--- config.mk ---
export PLATFORM = sky130hd
export DESIGN_NAME = vrc_host
export DESIGN_NICKNAME = d
export VERILOG_FILES = /design/src/vrc_pkg.sv /design/src/vrc_host.sv /design/src/vrc_sync.sv
export SDC_FILE = /design/constraint.sdc
export NUM_CORES = 1
export LEC_CHECK = 0
export ABC_AREA = 0
export ABC_CLOCK_PERIOD_IN_PS = 3050
export CAP_MARGIN = 20
export CORE_MARGIN = 2
export CORE_UTILIZATION = 60
export DETAILED_ROUTE_END_ITERATION = 12
export DONT_BUFFER_PORTS = 1
export PLACE_DENSITY = 0.77
export SYNTH_ARGS = -nofsm -noshare
export SYNTH_HDL_FRONTEND = slang
export SYNTH_SLANG_ARGS = --single-unit
--- constraint.sdc ---
create_clock -name pclk -period 3.05 [get_ports pclk]
set_input_delay 0.4575 -clock pclk [delete_from_list [all_inputs] [get_ports pclk]]
set_output_delay 0.4575 -clock pclk [all_outputs]
set_load 0.03 [all_outputs]
--- src/vrc_pkg.sv ---
package vrc_pkg;

  localparam int CLK_PERIOD_NS = 100;
  localparam int SC_HALF_NS = 400;
  localparam int SC_HALF_CYC = (SC_HALF_NS + CLK_PERIOD_NS - 1) / CLK_PERIOD_NS;
  localparam logic [2:0] SC_HALF_LAST = 3'(SC_HALF_CYC - 1);

  localparam logic [7:0] OFS_CTRL = 8'h00;
  localparam logic [7:0] OFS_ROW = 8'h04;
  localparam logic [7:0] OFS_COL = 8'h08;
  localparam logic [7:0] OFS_SHIFT = 8'h0c;
  localparam logic [7:0] OFS_STATUS = 8'h10;
  localparam logic [7:0] OFS_DATA = 8'h14;
  localparam logic [7:0] OFS_PART = 8'h18;

  localparam int CTRL_OE_BIT = 4;
  localparam int ST_BUSY = 0;
  localparam int ST_FULL_DONE = 1;
  localparam int ST_STOP_MODE = 2;
  localparam int ST_INIT_DONE = 3;
  localparam int ST_REFUSED = 4;
  localparam int ST_BAD_TAP = 5;
  localparam int ST_HALF_FLAG = 6;
  localparam int ST_SHIFT_LSB = 16;

  localparam logic [3:0] PART_LEN16 = 4'h0;
  localparam logic [3:0] PART_LEN32 = 4'h1;
  localparam logic [3:0] PART_LEN64 = 4'h3;
  localparam logic [3:0] PART_LEN128 = 4'h7;
  localparam logic [3:0] PART_RESET = PART_LEN128;
  localparam logic [6:0] MASK_LEN16 = 7'h0f;
  localparam logic [6:0] MASK_LEN32 = 7'h1f;
  localparam logic [6:0] MASK_LEN64 = 7'h3f;
  localparam logic [6:0] MASK_LEN128 = 7'h7f;

  localparam logic [15:0] INIT_SHIFTS = 16'h0002;
  localparam logic [8:0] ROW_RESET = 9'h000;
  localparam logic [8:0] COL_RESET = 9'h000;

  typedef enum logic [1:0] {
    CMD_NONE = 2'h0,
    CMD_FULL = 2'h1,
    CMD_SPLIT = 2'h2,
    CMD_STOP_SET = 2'h3
  } vrc_cmd_t;

  typedef enum logic [2:0] {
    ST_IDLE = 3'b000,
    ST_SETUP = 3'b001,
    ST_ROW = 3'b011,
    ST_COL = 3'b010,
    ST_CASF = 3'b110,
    ST_TRGR = 3'b111,
    ST_END = 3'b101,
    ST_PRE = 3'b100
  } vrc_state_t;

  typedef struct packed {
    logic row_strobe_n;
    logic column_strobe_n;
    logic transfer_gate_n;
    logic low_byte_write_enable_n;
    logic high_byte_write_enable_n;
    logic function_select;
    logic [8:0] addr;
  } vrc_dram_pins_t;

  localparam vrc_dram_pins_t PINS_IDLE = '{1'b1, 1'b1, 1'b1, 1'b1, 1'b1, 1'b0, 9'h000};

endpackage : vrc_pkg

--- src/vrc_host.sv ---
// Contract
// [RULE_01] transfer: gate low, write enables high, row fall
// [RULE_02] function select low full, high split
// [RULE_03] either write enable low means write
// [RULE_04] full: row 9 bits, A8 half, A0-A7 tap
// [RULE_05] gate trailing edge early, mid or late
// [RULE_06] split halves 0-127 and 128-255
// [RULE_07] split ignores A7, loads inactive half
// [RULE_08] never tap 127, 255 or stop points; code rejects these for split transfers only, full transfers accept any tap
// [RULE_09] full transfer before first split transfer
// [RULE_10] half flag low lower, high upper
// [RULE_11] half flag follows full tap, toggles crossing
// [RULE_12] serial reads independent except during transfer
// [RULE_13] word per rising clock, enable low drives
// [RULE_14] counter advances regardless of output enable
// [RULE_15] full: tap up to 255, wrap 0
// [RULE_16] split: to half top, jump to new tap
// [RULE_17] no new split: continue other half start
// [RULE_18] stop mode: partitions end in stop points
// [RULE_19] set cycle: column, write low, select high
// [RULE_20] partition codes 16, 32, 64, 128 default
// [RULE_21] stop mode off until set cycle
// [RULE_22] split tap picks starting partition
// [RULE_23] stop mode swaps column bits seven, eight
// [RULE_24] column-before-row cycle ends stop mode; code issues none, stop mode holds until reset
// [RULE_25] init: full transfer then two serial clocks
// [RULE_26] transfer loads counter with tap point
`timescale 1ns/1ps
module vrc_host
  import vrc_pkg::*;
(
  input wire logic pclk,
  input wire logic presetn,
  input wire logic psel,
  input wire logic penable,
  input wire logic pwrite,
  input wire logic [7:0] paddr,
  input wire logic [31:0] pwdata,
  output logic [31:0] prdata,
  output logic pready,
  output logic pslverr,
  output vrc_dram_pins_t dram_pins,
  output logic serial_shift_clock,
  output logic serial_output_enable_n,
  input wire logic [15:0] serial_data,
  input wire logic active_half_flag
);

  vrc_state_t state_q;
  vrc_state_t state_d;
  vrc_cmd_t cmd_q;
  vrc_dram_pins_t pins_d;
  logic pend_q;
  logic [8:0] row_q;
  logic [8:0] col_q;
  logic [3:0] part_q;
  logic oe_q;
  logic full_done_q;
  logic stop_mode_q;
  logic init_done_q;
  logic refused_q;
  logic bad_tap_q;
  logic [15:0] shift_left_q;
  logic [15:0] last_word_q;
  logic [2:0] div_q;
  logic sc_q;
  logic [16:0] pins_sync;
  logic [15:0] data_s;
  logic half_s;
  logic access;
  logic wr;
  logic mapped;
  logic [31:0] rdata_d;
  logic [1:0] wcmd;
  logic cmd_wr;
  logic tap_bad;
  logic cmd_ok;
  logic [6:0] part_mask;
  logic [6:0] tap_mask;
  logic [8:0] col_split;
  logic [8:0] col_eff;
  logic xfer_hold;
  logic sc_run;
  logic sc_tick;
  logic sc_fall;
  logic done;

  vrc_sync u_sync (
    .pclk(pclk),
    .presetn(presetn),
    .async_in({active_half_flag, serial_data}),
    .sync_out(pins_sync)
  );

  assign data_s = pins_sync[15:0];
  assign half_s = pins_sync[16]; // see [RULE_10]

  // apb slave, one wait state
  assign access = psel && penable && pready;
  assign wr = access && pwrite;
  assign mapped = (paddr == OFS_CTRL) || (paddr == OFS_ROW) || (paddr == OFS_COL) ||
                  (paddr == OFS_SHIFT) || (paddr == OFS_STATUS) || (paddr == OFS_DATA) ||
                  (paddr == OFS_PART);

  always_comb
  begin
    rdata_d = 32'h0000_0000;
    unique case (paddr)
      OFS_CTRL: rdata_d[CTRL_OE_BIT] = oe_q;
      OFS_ROW: rdata_d[8:0] = row_q;
      OFS_COL: rdata_d[8:0] = col_q;
      OFS_SHIFT: rdata_d[15:0] = shift_left_q;
      OFS_STATUS:
      begin
        rdata_d[ST_BUSY] = pend_q || (state_q != ST_IDLE);
        rdata_d[ST_FULL_DONE] = full_done_q;
        rdata_d[ST_STOP_MODE] = stop_mode_q;
        rdata_d[ST_INIT_DONE] = init_done_q;
        rdata_d[ST_REFUSED] = refused_q;
        rdata_d[ST_BAD_TAP] = bad_tap_q;
        rdata_d[ST_HALF_FLAG] = half_s; // see [RULE_11]
        rdata_d[ST_SHIFT_LSB +: 16] = shift_left_q;
      end
      OFS_DATA: rdata_d[15:0] = last_word_q;
      OFS_PART: rdata_d[3:0] = part_q;
      default: rdata_d = 32'h0000_0000;
    endcase
  end

  always_ff @(posedge pclk or negedge presetn)
  begin
    if (!presetn)
    begin
      pready <= 1'b0;
      pslverr <= 1'b0;
      prdata <= 32'h0000_0000;
    end
    else
    begin
      pready <= psel && penable && !pready;
      pslverr <= psel && penable && !pready && !mapped;
      if (psel && penable && !pready && !pwrite)
        prdata <= rdata_d;
    end
  end

  always_ff @(posedge pclk or negedge presetn)
  begin
    if (!presetn)
    begin
      row_q <= ROW_RESET;
      col_q <= COL_RESET;
      part_q <= PART_RESET; // see [RULE_20]
      oe_q <= 1'b0;
    end
    else if (wr)
    begin
      if (paddr == OFS_ROW)
        row_q <= pwdata[8:0];
      if (paddr == OFS_COL)
        col_q <= pwdata[8:0];
      if (paddr == OFS_PART)
        part_q <= pwdata[3:0];
      if (paddr == OFS_CTRL)
        oe_q <= pwdata[CTRL_OE_BIT];
    end
  end

  // partition mask of the stop points
  always_comb
  begin
    unique case (part_q)
      PART_LEN16: part_mask = MASK_LEN16;
      PART_LEN32: part_mask = MASK_LEN32;
      PART_LEN64: part_mask = MASK_LEN64;
      default: part_mask = MASK_LEN128; // see [RULE_20]
    endcase
  end

  assign tap_mask = stop_mode_q ? part_mask : MASK_LEN128; // see [RULE_18]
  assign tap_bad = (col_q[6:0] & tap_mask) == tap_mask; // see [RULE_08]

  assign wcmd = pwdata[1:0];
  assign cmd_wr = wr && (paddr == OFS_CTRL) && (wcmd != CMD_NONE);
  assign cmd_ok = !pend_q && (state_q == ST_IDLE) &&
                  !((wcmd == CMD_SPLIT) && (!full_done_q || tap_bad)); // see [RULE_09]

  always_ff @(posedge pclk or negedge presetn)
  begin
    if (!presetn)
    begin
      pend_q <= 1'b0;
      cmd_q <= CMD_NONE;
    end
    else if (cmd_wr && cmd_ok)
    begin
      pend_q <= 1'b1;
      cmd_q <= vrc_cmd_t'(wcmd);
    end
    else if (state_q == ST_SETUP)
      pend_q <= 1'b0;
  end

  // error flags: set wins over clear
  always_ff @(posedge pclk or negedge presetn)
  begin
    if (!presetn)
    begin
      refused_q <= 1'b0;
      bad_tap_q <= 1'b0;
    end
    else
    begin
      if (cmd_wr && !cmd_ok)
        refused_q <= 1'b1;
      else if (wr && (paddr == OFS_STATUS) && pwdata[ST_REFUSED])
        refused_q <= 1'b0;
      if (cmd_wr && (wcmd == CMD_SPLIT) && tap_bad)
        bad_tap_q <= 1'b1; // see [RULE_08]
      else if (wr && (paddr == OFS_STATUS) && pwdata[ST_BAD_TAP])
        bad_tap_q <= 1'b0;
    end
  end

  // strobe sequencer; starts only with serial clock parked low
  always_comb
  begin
    state_d = state_q;
    unique case (state_q)
      ST_IDLE:
        if (pend_q && !sc_q)
          state_d = ST_SETUP; // see [RULE_12]
      ST_SETUP: state_d = ST_ROW;
      ST_ROW: state_d = (cmd_q == CMD_STOP_SET) ? ST_END : ST_COL;
      ST_COL: state_d = ST_CASF;
      ST_CASF: state_d = ST_TRGR;
      ST_TRGR: state_d = ST_END;
      ST_END: state_d = ST_PRE;
      ST_PRE: state_d = ST_IDLE;
    endcase
  end

  always_ff @(posedge pclk or negedge presetn)
  begin
    if (!presetn)
      state_q <= ST_IDLE;
    else
      state_q <= state_d;
  end

  assign col_split = {col_q[8], 1'b0, col_q[6:0]}; // see [RULE_07]
  // stop mode swaps the two top column bits
  assign col_eff = stop_mode_q ?
                   {((cmd_q == CMD_SPLIT) ? col_split[7] : col_q[7]), col_q[8], col_q[6:0]} :
                   ((cmd_q == CMD_SPLIT) ? col_split : col_q); // see [RULE_23]

  always_comb
  begin
    pins_d = dram_pins;
    unique case (state_d)
      ST_IDLE, ST_PRE: pins_d = PINS_IDLE;
      ST_SETUP:
      begin
        pins_d = PINS_IDLE;
        if (cmd_q == CMD_STOP_SET)
        begin
          pins_d.column_strobe_n = 1'b0; // see [RULE_19]
          pins_d.low_byte_write_enable_n = 1'b0; // see [RULE_03]
          pins_d.high_byte_write_enable_n = 1'b0;
          pins_d.function_select = 1'b1;
          pins_d.addr = {1'b0, part_q, 4'h0};
        end
        else
        begin
          pins_d.transfer_gate_n = 1'b0; // see [RULE_01]
          pins_d.function_select = (cmd_q == CMD_SPLIT); // see [RULE_02]
          pins_d.addr = row_q; // see [RULE_04]
        end
      end
      ST_ROW: pins_d.row_strobe_n = 1'b0;
      ST_COL:
      begin
        pins_d.function_select = 1'b0;
        pins_d.addr = col_eff; // see [RULE_26]
      end
      ST_CASF: pins_d.column_strobe_n = 1'b0;
      ST_TRGR: pins_d.transfer_gate_n = 1'b1; // see [RULE_05]
      ST_END: pins_d = PINS_IDLE;
    endcase
  end

  always_ff @(posedge pclk or negedge presetn)
  begin
    if (!presetn)
      dram_pins <= PINS_IDLE;
    else
      dram_pins <= pins_d;
  end

  assign done = (state_q == ST_PRE);

  // mode and init bookkeeping; no column-before-row cycle but the stop set is issued
  always_ff @(posedge pclk or negedge presetn)
  begin
    if (!presetn)
    begin
      full_done_q <= 1'b0;
      stop_mode_q <= 1'b0; // see [RULE_21]
    end
    else if (done)
    begin
      if (cmd_q == CMD_FULL)
        full_done_q <= 1'b1;
      if (cmd_q == CMD_STOP_SET)
        stop_mode_q <= 1'b1; // see [RULE_21]
    end
  end

  // serial clock divider, held low during a transfer
  assign xfer_hold = pend_q || (state_q != ST_IDLE);
  assign sc_run = (shift_left_q != 16'h0000) && (sc_q || !xfer_hold);
  assign sc_tick = sc_run && (div_q == SC_HALF_LAST);
  assign sc_fall = sc_tick && sc_q;

  always_ff @(posedge pclk or negedge presetn)
  begin
    if (!presetn)
    begin
      div_q <= 3'h0;
      sc_q <= 1'b0;
    end
    else if (sc_tick)
    begin
      div_q <= 3'h0;
      sc_q <= !sc_q; // see [RULE_14]
    end
    else if (sc_run)
      div_q <= div_q + 3'h1;
    else
      div_q <= 3'h0;
  end

  always_ff @(posedge pclk or negedge presetn)
  begin
    if (!presetn)
    begin
      shift_left_q <= 16'h0000;
      init_done_q <= 1'b0;
    end
    else if (wr && (paddr == OFS_SHIFT))
      shift_left_q <= pwdata[15:0];
    else if (done && (cmd_q == CMD_FULL) && !init_done_q)
    begin
      shift_left_q <= shift_left_q + INIT_SHIFTS; // see [RULE_25]
      init_done_q <= 1'b1;
    end
    else if (sc_fall)
      shift_left_q <= shift_left_q - 16'h0001;
  end

  // word presented after the rising edge, taken before the next one
  always_ff @(posedge pclk or negedge presetn)
  begin
    if (!presetn)
      last_word_q <= 16'h0000;
    else if (sc_fall)
      last_word_q <= data_s; // see [RULE_13]
  end

  always_ff @(posedge pclk or negedge presetn)
  begin
    if (!presetn)
    begin
      serial_shift_clock <= 1'b0;
      serial_output_enable_n <= 1'b1;
    end
    else
    begin
      serial_shift_clock <= sc_tick ? !sc_q : sc_q;
      serial_output_enable_n <= !oe_q; // see [RULE_13]
    end
  end

endmodule : vrc_host

--- src/vrc_sync.sv ---
`timescale 1ns/1ps
module vrc_sync
  import vrc_pkg::*;
(
  input wire logic pclk,
  input wire logic presetn,
  input wire logic [16:0] async_in,
  output logic [16:0] sync_out
);

  logic [16:0] meta_q;

  generate
    for (genvar i = 0; i < 17; i++)
    begin : g_bit
      always_ff @(posedge pclk or negedge presetn)
      begin
        if (!presetn)
        begin
          meta_q[i] <= 1'b0;
          sync_out[i] <= 1'b0;
        end
        else
        begin
          meta_q[i] <= async_in[i];
          sync_out[i] <= meta_q[i];
        end
      end
    end
  endgenerate

endmodule : vrc_sync

After elaboration in Yosys (flattened, before gate mapping)
Index checks and enable logic that the tools add are counted.
Operators by class
  add/subtract/negate cells: 3
  equality and inequality tests: 28
  muxes and demuxes: 34
  bitwise operators: 2
  reduce and logical (&&, ||, !) cells: 71
Operator list (count)
  $mux W16: 4
  $pmux W10 S3: 1
  $logic_and A1 B1 Y1: 25
  $eq A3 B3 Y1 const B: 8
  $eq A8 B5 Y1 const B: 3
  $pmux W3 S8: 1
  $pmux W4 S6: 1
  $pmux W7 S3: 1
  $add A16 B2 Y16 const B: 1
  $eq A8 B4 Y1 const B: 2
  $reduce_bool A16 Y1: 1
  $sub A16 B1 Y16 const B: 1
  $eq A3 B2 Y1 const B: 5
  $pmux W7 S2: 1
  $reduce_and A2 Y1: 7
  $reduce_bool A2 Y1: 7
  $mux W3: 4
  $reduce_bool A3 Y1: 4
  $logic_not A1 Y1: 11
  $mux W10: 1
  $pmux W2 S5: 1
  $logic_or A1 B1 Y1: 9
  $mux W1: 9
  $mux W9: 1
  other kinds (23): 29
Word-level totals
  register bits: 154
  input bits: 62
  logic and storage cells: 199

Logic depth before layout (Yosys ltp)
  depth in word-level cells: 12
  mapped depth: 9

Hierarchy
From an unflattened synthesis, not the netlist that was laid out.
Unflattened totals
  cells, all modules: 613
  area total of the unflattened synthesis: 6917.9 µm²
By module, submodules not included
  vrc_host: instances 1, cells each 579, area an instance 6067.1 µm²
  vrc_sync: instances 1, cells each 34, area an instance 850.8 µm²

Worst setup path after synthesis
No wires, ideal clock.
  path kind: input to register
  start point: input paddr[1]
  end point: register col_q[1]
  setup time: 0.125 ns
  data arrival time: 2.199 ns
  data required time: 2.925 ns
  setup slack: 0.726 ns
  stages: 6
  cells stage by stage: or4_4 > nor2_1 > nor4b_4 > and2_1 > buf_4 > mux2_2
Between the ends
  cells in the longest elaborated chain, start to end: 2
RTL lines
  start, declared: line vrc_host.sv:37  | input wire logic [7:0] paddr,
  $eq A8 B4 Y1: line vrc_host.sv:160  | if (paddr == OFS_COL)
  $reduce_and A2 Y1 (no source line)
  end signal, assigned: line vrc_host.sv:161  | col_q <= pwdata[8:0];
  end, declared: line vrc_host.sv:55  | logic [8:0] col_q;
Every way passes these cells.
A chain may end at the register's enable or synchronous reset.

Worst setup path after layout
  start point: register state_q[0]
  end point: register shift_left_q[14]
Between the ends
  cells in the longest elaborated chain, start to end: 8
RTL lines
  start, declared: line vrc_host.sv:49  | vrc_state_t state_q;
  start signal, assigned: line vrc_host.sv:248  | state_q <= state_d;
  $reduce_bool A3 Y1: line vrc_host.sv:320  | assign xfer_hold = pend_q || (state_q != ST_IDLE);
  $logic_or A1 B1 Y1: line vrc_host.sv:320
  $logic_not A1 Y1: line vrc_host.sv:321  | assign sc_run = (shift_left_q != 16'h0000) && (sc_q || !xfer_hold);
  $logic_or A1 B1 Y1: line vrc_host.sv:321
  $logic_and A1 B1 Y1: line vrc_host.sv:321
  $logic_and A1 B1 Y1: line vrc_host.sv:322  | assign sc_tick = sc_run && (div_q == SC_HALF_LAST);
  $logic_and A1 B1 Y1: line vrc_host.sv:323  | assign sc_fall = sc_tick && sc_q;
  $reduce_bool A3 Y1 (no source line)
  end signal, assigned: line vrc_host.sv:351  | shift_left_q <= pwdata[15:0];
  end signal, assigned: line vrc_host.sv:354  | shift_left_q <= shift_left_q + INIT_SHIFTS;
  end signal, assigned: line vrc_host.sv:358  | shift_left_q <= shift_left_q - 16'h0001;
  end, declared: line vrc_host.sv:63  | logic [15:0] shift_left_q;
Several ways; a longest one is shown, not always the timed one.

==> results.ini <==
[critical_path]
critPathArrivalTime_ns = 2.94
start_kind = register
cp_slowest_cell = nor4_1
regToRegEndpoint = shift_left_q[14]
crit_chain = or3b_2 -> nor4_1 -> and3_1 -> o221ai_1 -> xor2_1 -> o21ai_0
crit_type = reg2reg
endpoint_kind = register
cpPeakStageDelay_ns = 0.67
r2r_cells = 6
worstPathMaxFanout = 14
reg2reg_slack_ns = 0.44
rr_startpoint = state_q[0]
crit_path_end = shift_left_q[14]
worstPathRequired_ns = 3.39
startpoint = state_q[0]

[routing]
wirelength_um = 15900
drtPass1Iterations = 5
postRouteAntennaNets = 0
num_vias = 5011
drc = 0
drt_iter0_markers = 440
via_per_inst = 6.32
wl_per_cell_um = 20.0

[pwr]
p_per_area_nw_per_um2 = 755
p_leak_nw = 3.26
p_int_mw = 3.80
pwr-share-seq_pct = 51.0
combPwrFrac_pct = 15.7
clockPowerShare_pct = 33.3
ir_drop_v = 0.000613
netSwitchingFraction_pct = 32.4
p_sw_mw = 1.82

[yosys]
syn_area_per_cell_um2 = 10.5
syn_area_um2 = 6810
postSynthCellCount = 646
ys_ff_latch = 153
synth_cell_types = 64
async_reset_ff_share_pct = 100
synth_warnings = 0
seq_area_frac_synth_pct = 56.4
syn-num-nets = 714
ys.flop_type = dfrtp_1
synth_edf_count = 0

[global_routing]
overflow = 0
antenna_found_initial = 0
grt_pass1_vias = 5036
grt_max_degree = 154
grt_use_total_pct = 27.2
grt_pass1_wl_um = 26000

[sta]
clock_skew_ns = 0.00962
drv_slew = 0
fmax_ghz = 0.383
rsz0062_at_grt = false
finalCritPeriodShare_pct = 85.5
worstMarginPinSlew_ns = 1.10
hold_ws_ns = -0.268
finalHoldViolCount = 150
max-slew-margin-rel_pct = 26.4
min_period_ns = 2.61
tns_ns = 0
setup_viol = 0

[cts]
cts_max_level = 4
cts_tree = yes
path_clk_slew_ns = 0.06
insertion_delay_ns = 0.42
cts_buffers = 17
postCtsSetupBuffers = 0
cts_resized = 0
cts.sink_count = 153
cts-root-buf = clkbuf_16
clock_path_buffers = 2

[layout]
fin_nets = 708
layout_common_cells = dfrtp_1 (145), nand2_1 (106), nor2_1 (53), o21ai_0 (40), mux2_2 (36)
areaGrowthSynthToFinish_pct = 9.34
layout_commonest_cell = dfrtp_1
diodes = 0
drive_gt1_share_pct = 17.3

[floorplanning]
die_h_um = 111
die_x_um = 111
rows = 38
coreArea_um2 = 10900
initial_utilization_pct = 62.2
io_pins = 113
dieArea_um2 = 12200

[status]
violations = hold timing
status = finished with violations

[placement]
hpwl_um = 11100
port_buffers = 0
place.gp.congestion = 0.906

[worst_hold_path]
worstHoldPathType = in2async

[flow_run]
drv_cap = 0

through the flow:
| step | std cells | setup slack (ns) | power, mW | instance area (µm²) | utilization [%] |
|---|---|---|---|---|---|
| 2_1_floorplan | 646 | 0.726 | 3.47 | 6810 | - |
| 3_3_place_gp | 761 | 0.495 | 3.70 | 6910 | 63.2 |
| 3_5_place_dp | 761 | 0.374 | 3.76 | 6910 | 63.2 |
| 4_1_cts | 793 | 0.509 | 5.65 | 7440 | 68.1 |
| 5_1_grt | 793 | 0.345 | 5.92 | 7440 | 68.1 |
| 6_report | 793 | 0.442 | 5.62 | 7440 | 68.1 |
critical path, delay by kind of cell (launching register included):
family           cells  cell delay [ns]
AND/OR/NAND/NOR      3             1.55
flip-flops           1             0.52
AO/OA/AOI/OAI        2             0.28
XOR/XNOR             1             0.16
routing by layer:
| metal | vias to the layer above | track usage (%) | part of all wire, % |
|---|---|---|---|
| li1 | 2281 | - | - |
| met1 | 2479 | 35.1 | 40 |
| met2 | 219 | 43.0 | 49 |
| met3 | 32 | 7.57 | 7.9 |
| met4 | 0 | 12.3 | 2.8 |
| met5 | - | 0 | 0 |
Yosys cell counts (2+ instances only):
cell type	instances	area [µm²]
a21oi_1	23	115
or3b_2	3	26.3
nor2b_1	5	31.3
nand2_1	106	398
a2111oi_0	2	17.5
buf_2	9	45.0
and2_1	4	25.0
buf_4	2	15.0
a31oi_1	5	31.3
a221oi_1	16	140
inv_1	10	37.5
nor2_2	2	12.5
a22o_1	6	52.6
a21bo_2	2	20.0
a211oi_1	4	30.0
o2111ai_1	2	17.5
a221oi_2	2	30.0
or3_1	6	37.5
xnor2_1	5	43.8
or3_4	2	22.5
o22ai_1	6	37.5
nor3b_1	2	15.0
o21a_1	2	15.0
and3_1	3	18.8
buf_6	2	22.5
a21o_1	4	30.0
nand3_1	31	155
mux2_2	36	405
ha_1	6	75.1
or2_2	3	18.8
o21ai_0	40	200
dfrtp_1	145	3630
nor2_1	53	199
clkbuf_1	23	86.3
a22oi_1	7	52.6
dfstp_2	8	210
nand2b_1	5	31.3
nor3_1	10	50.1
nand4_1	4	25.0
xor2_1	9	78.8
a31o_2	2	17.5
nor4_1	7	43.8
worst min-delay path by stage:
stage / from / to / slack (ns) / cells after the start
after floorplan: presetn / bad_tap_q / 0.16 / 0
final: presetn / prdata[28] / -0.27 / 0
after detailed placement: presetn / prdata[28] / 0.17 / 0
after global routing: presetn / prdata[28] / -0.29 / 0
after CTS: presetn / prdata[28] / -0.29 / 0
after global placement: presetn / prdata[29] / 0.17 / 0
power groups by stage:
stage | sequential [mW] | combinational [mW] | clock, mW
4_1_cts | 2.86 | 0.880 | 1.91
6_report | 2.86 | 0.883 | 1.87
5_1_grt | 2.90 | 1.01 | 2.01
2_1_floorplan | 2.73 | 0.740 | 0
3_5_place_dp | 2.89 | 0.864 | 0
3_3_place_gp | 2.88 | 0.819 | 0
area by class of cell:
type                    instances  area (µm²)
clock inverters                11        73.8
flip-flops and latches        153        3840
clock buffers                  21         460
well taps                     140         175
fillers                       824        3490
inverters                      10        37.5
repair buffers                 12        90.1
multi-input cells             446        2770
logic make-up (layout without fill, tap and decap cells):
group,after synthesis,count (layout),share of synthesized area [%]
and+or+nand+nor,256,256,18.2
DFF,153,153,56.4
AOI/OAI and AO/OA,133,133,13.1
buffers and inverters,47,54,3.09
muxes,37,37,6.29
xor gates and xnor gates,14,14,1.80
adders and majority gates,6,6,1.10
registers in the layout, indices dropped and copies added, names as in the netlist, 4 cells and up:
| name | count |
|---|---|
| prdata | 32 |
| u_sync.sync_out | 17 |
| shift_left_q | 16 |
| u_sync.meta_q | 17 |
| dram_pins | 14 |
| last_word_q | 16 |
| part_q | 4 |
| col_q | 9 |
| row_q | 9 |
(Power assumes the default switching activity.)
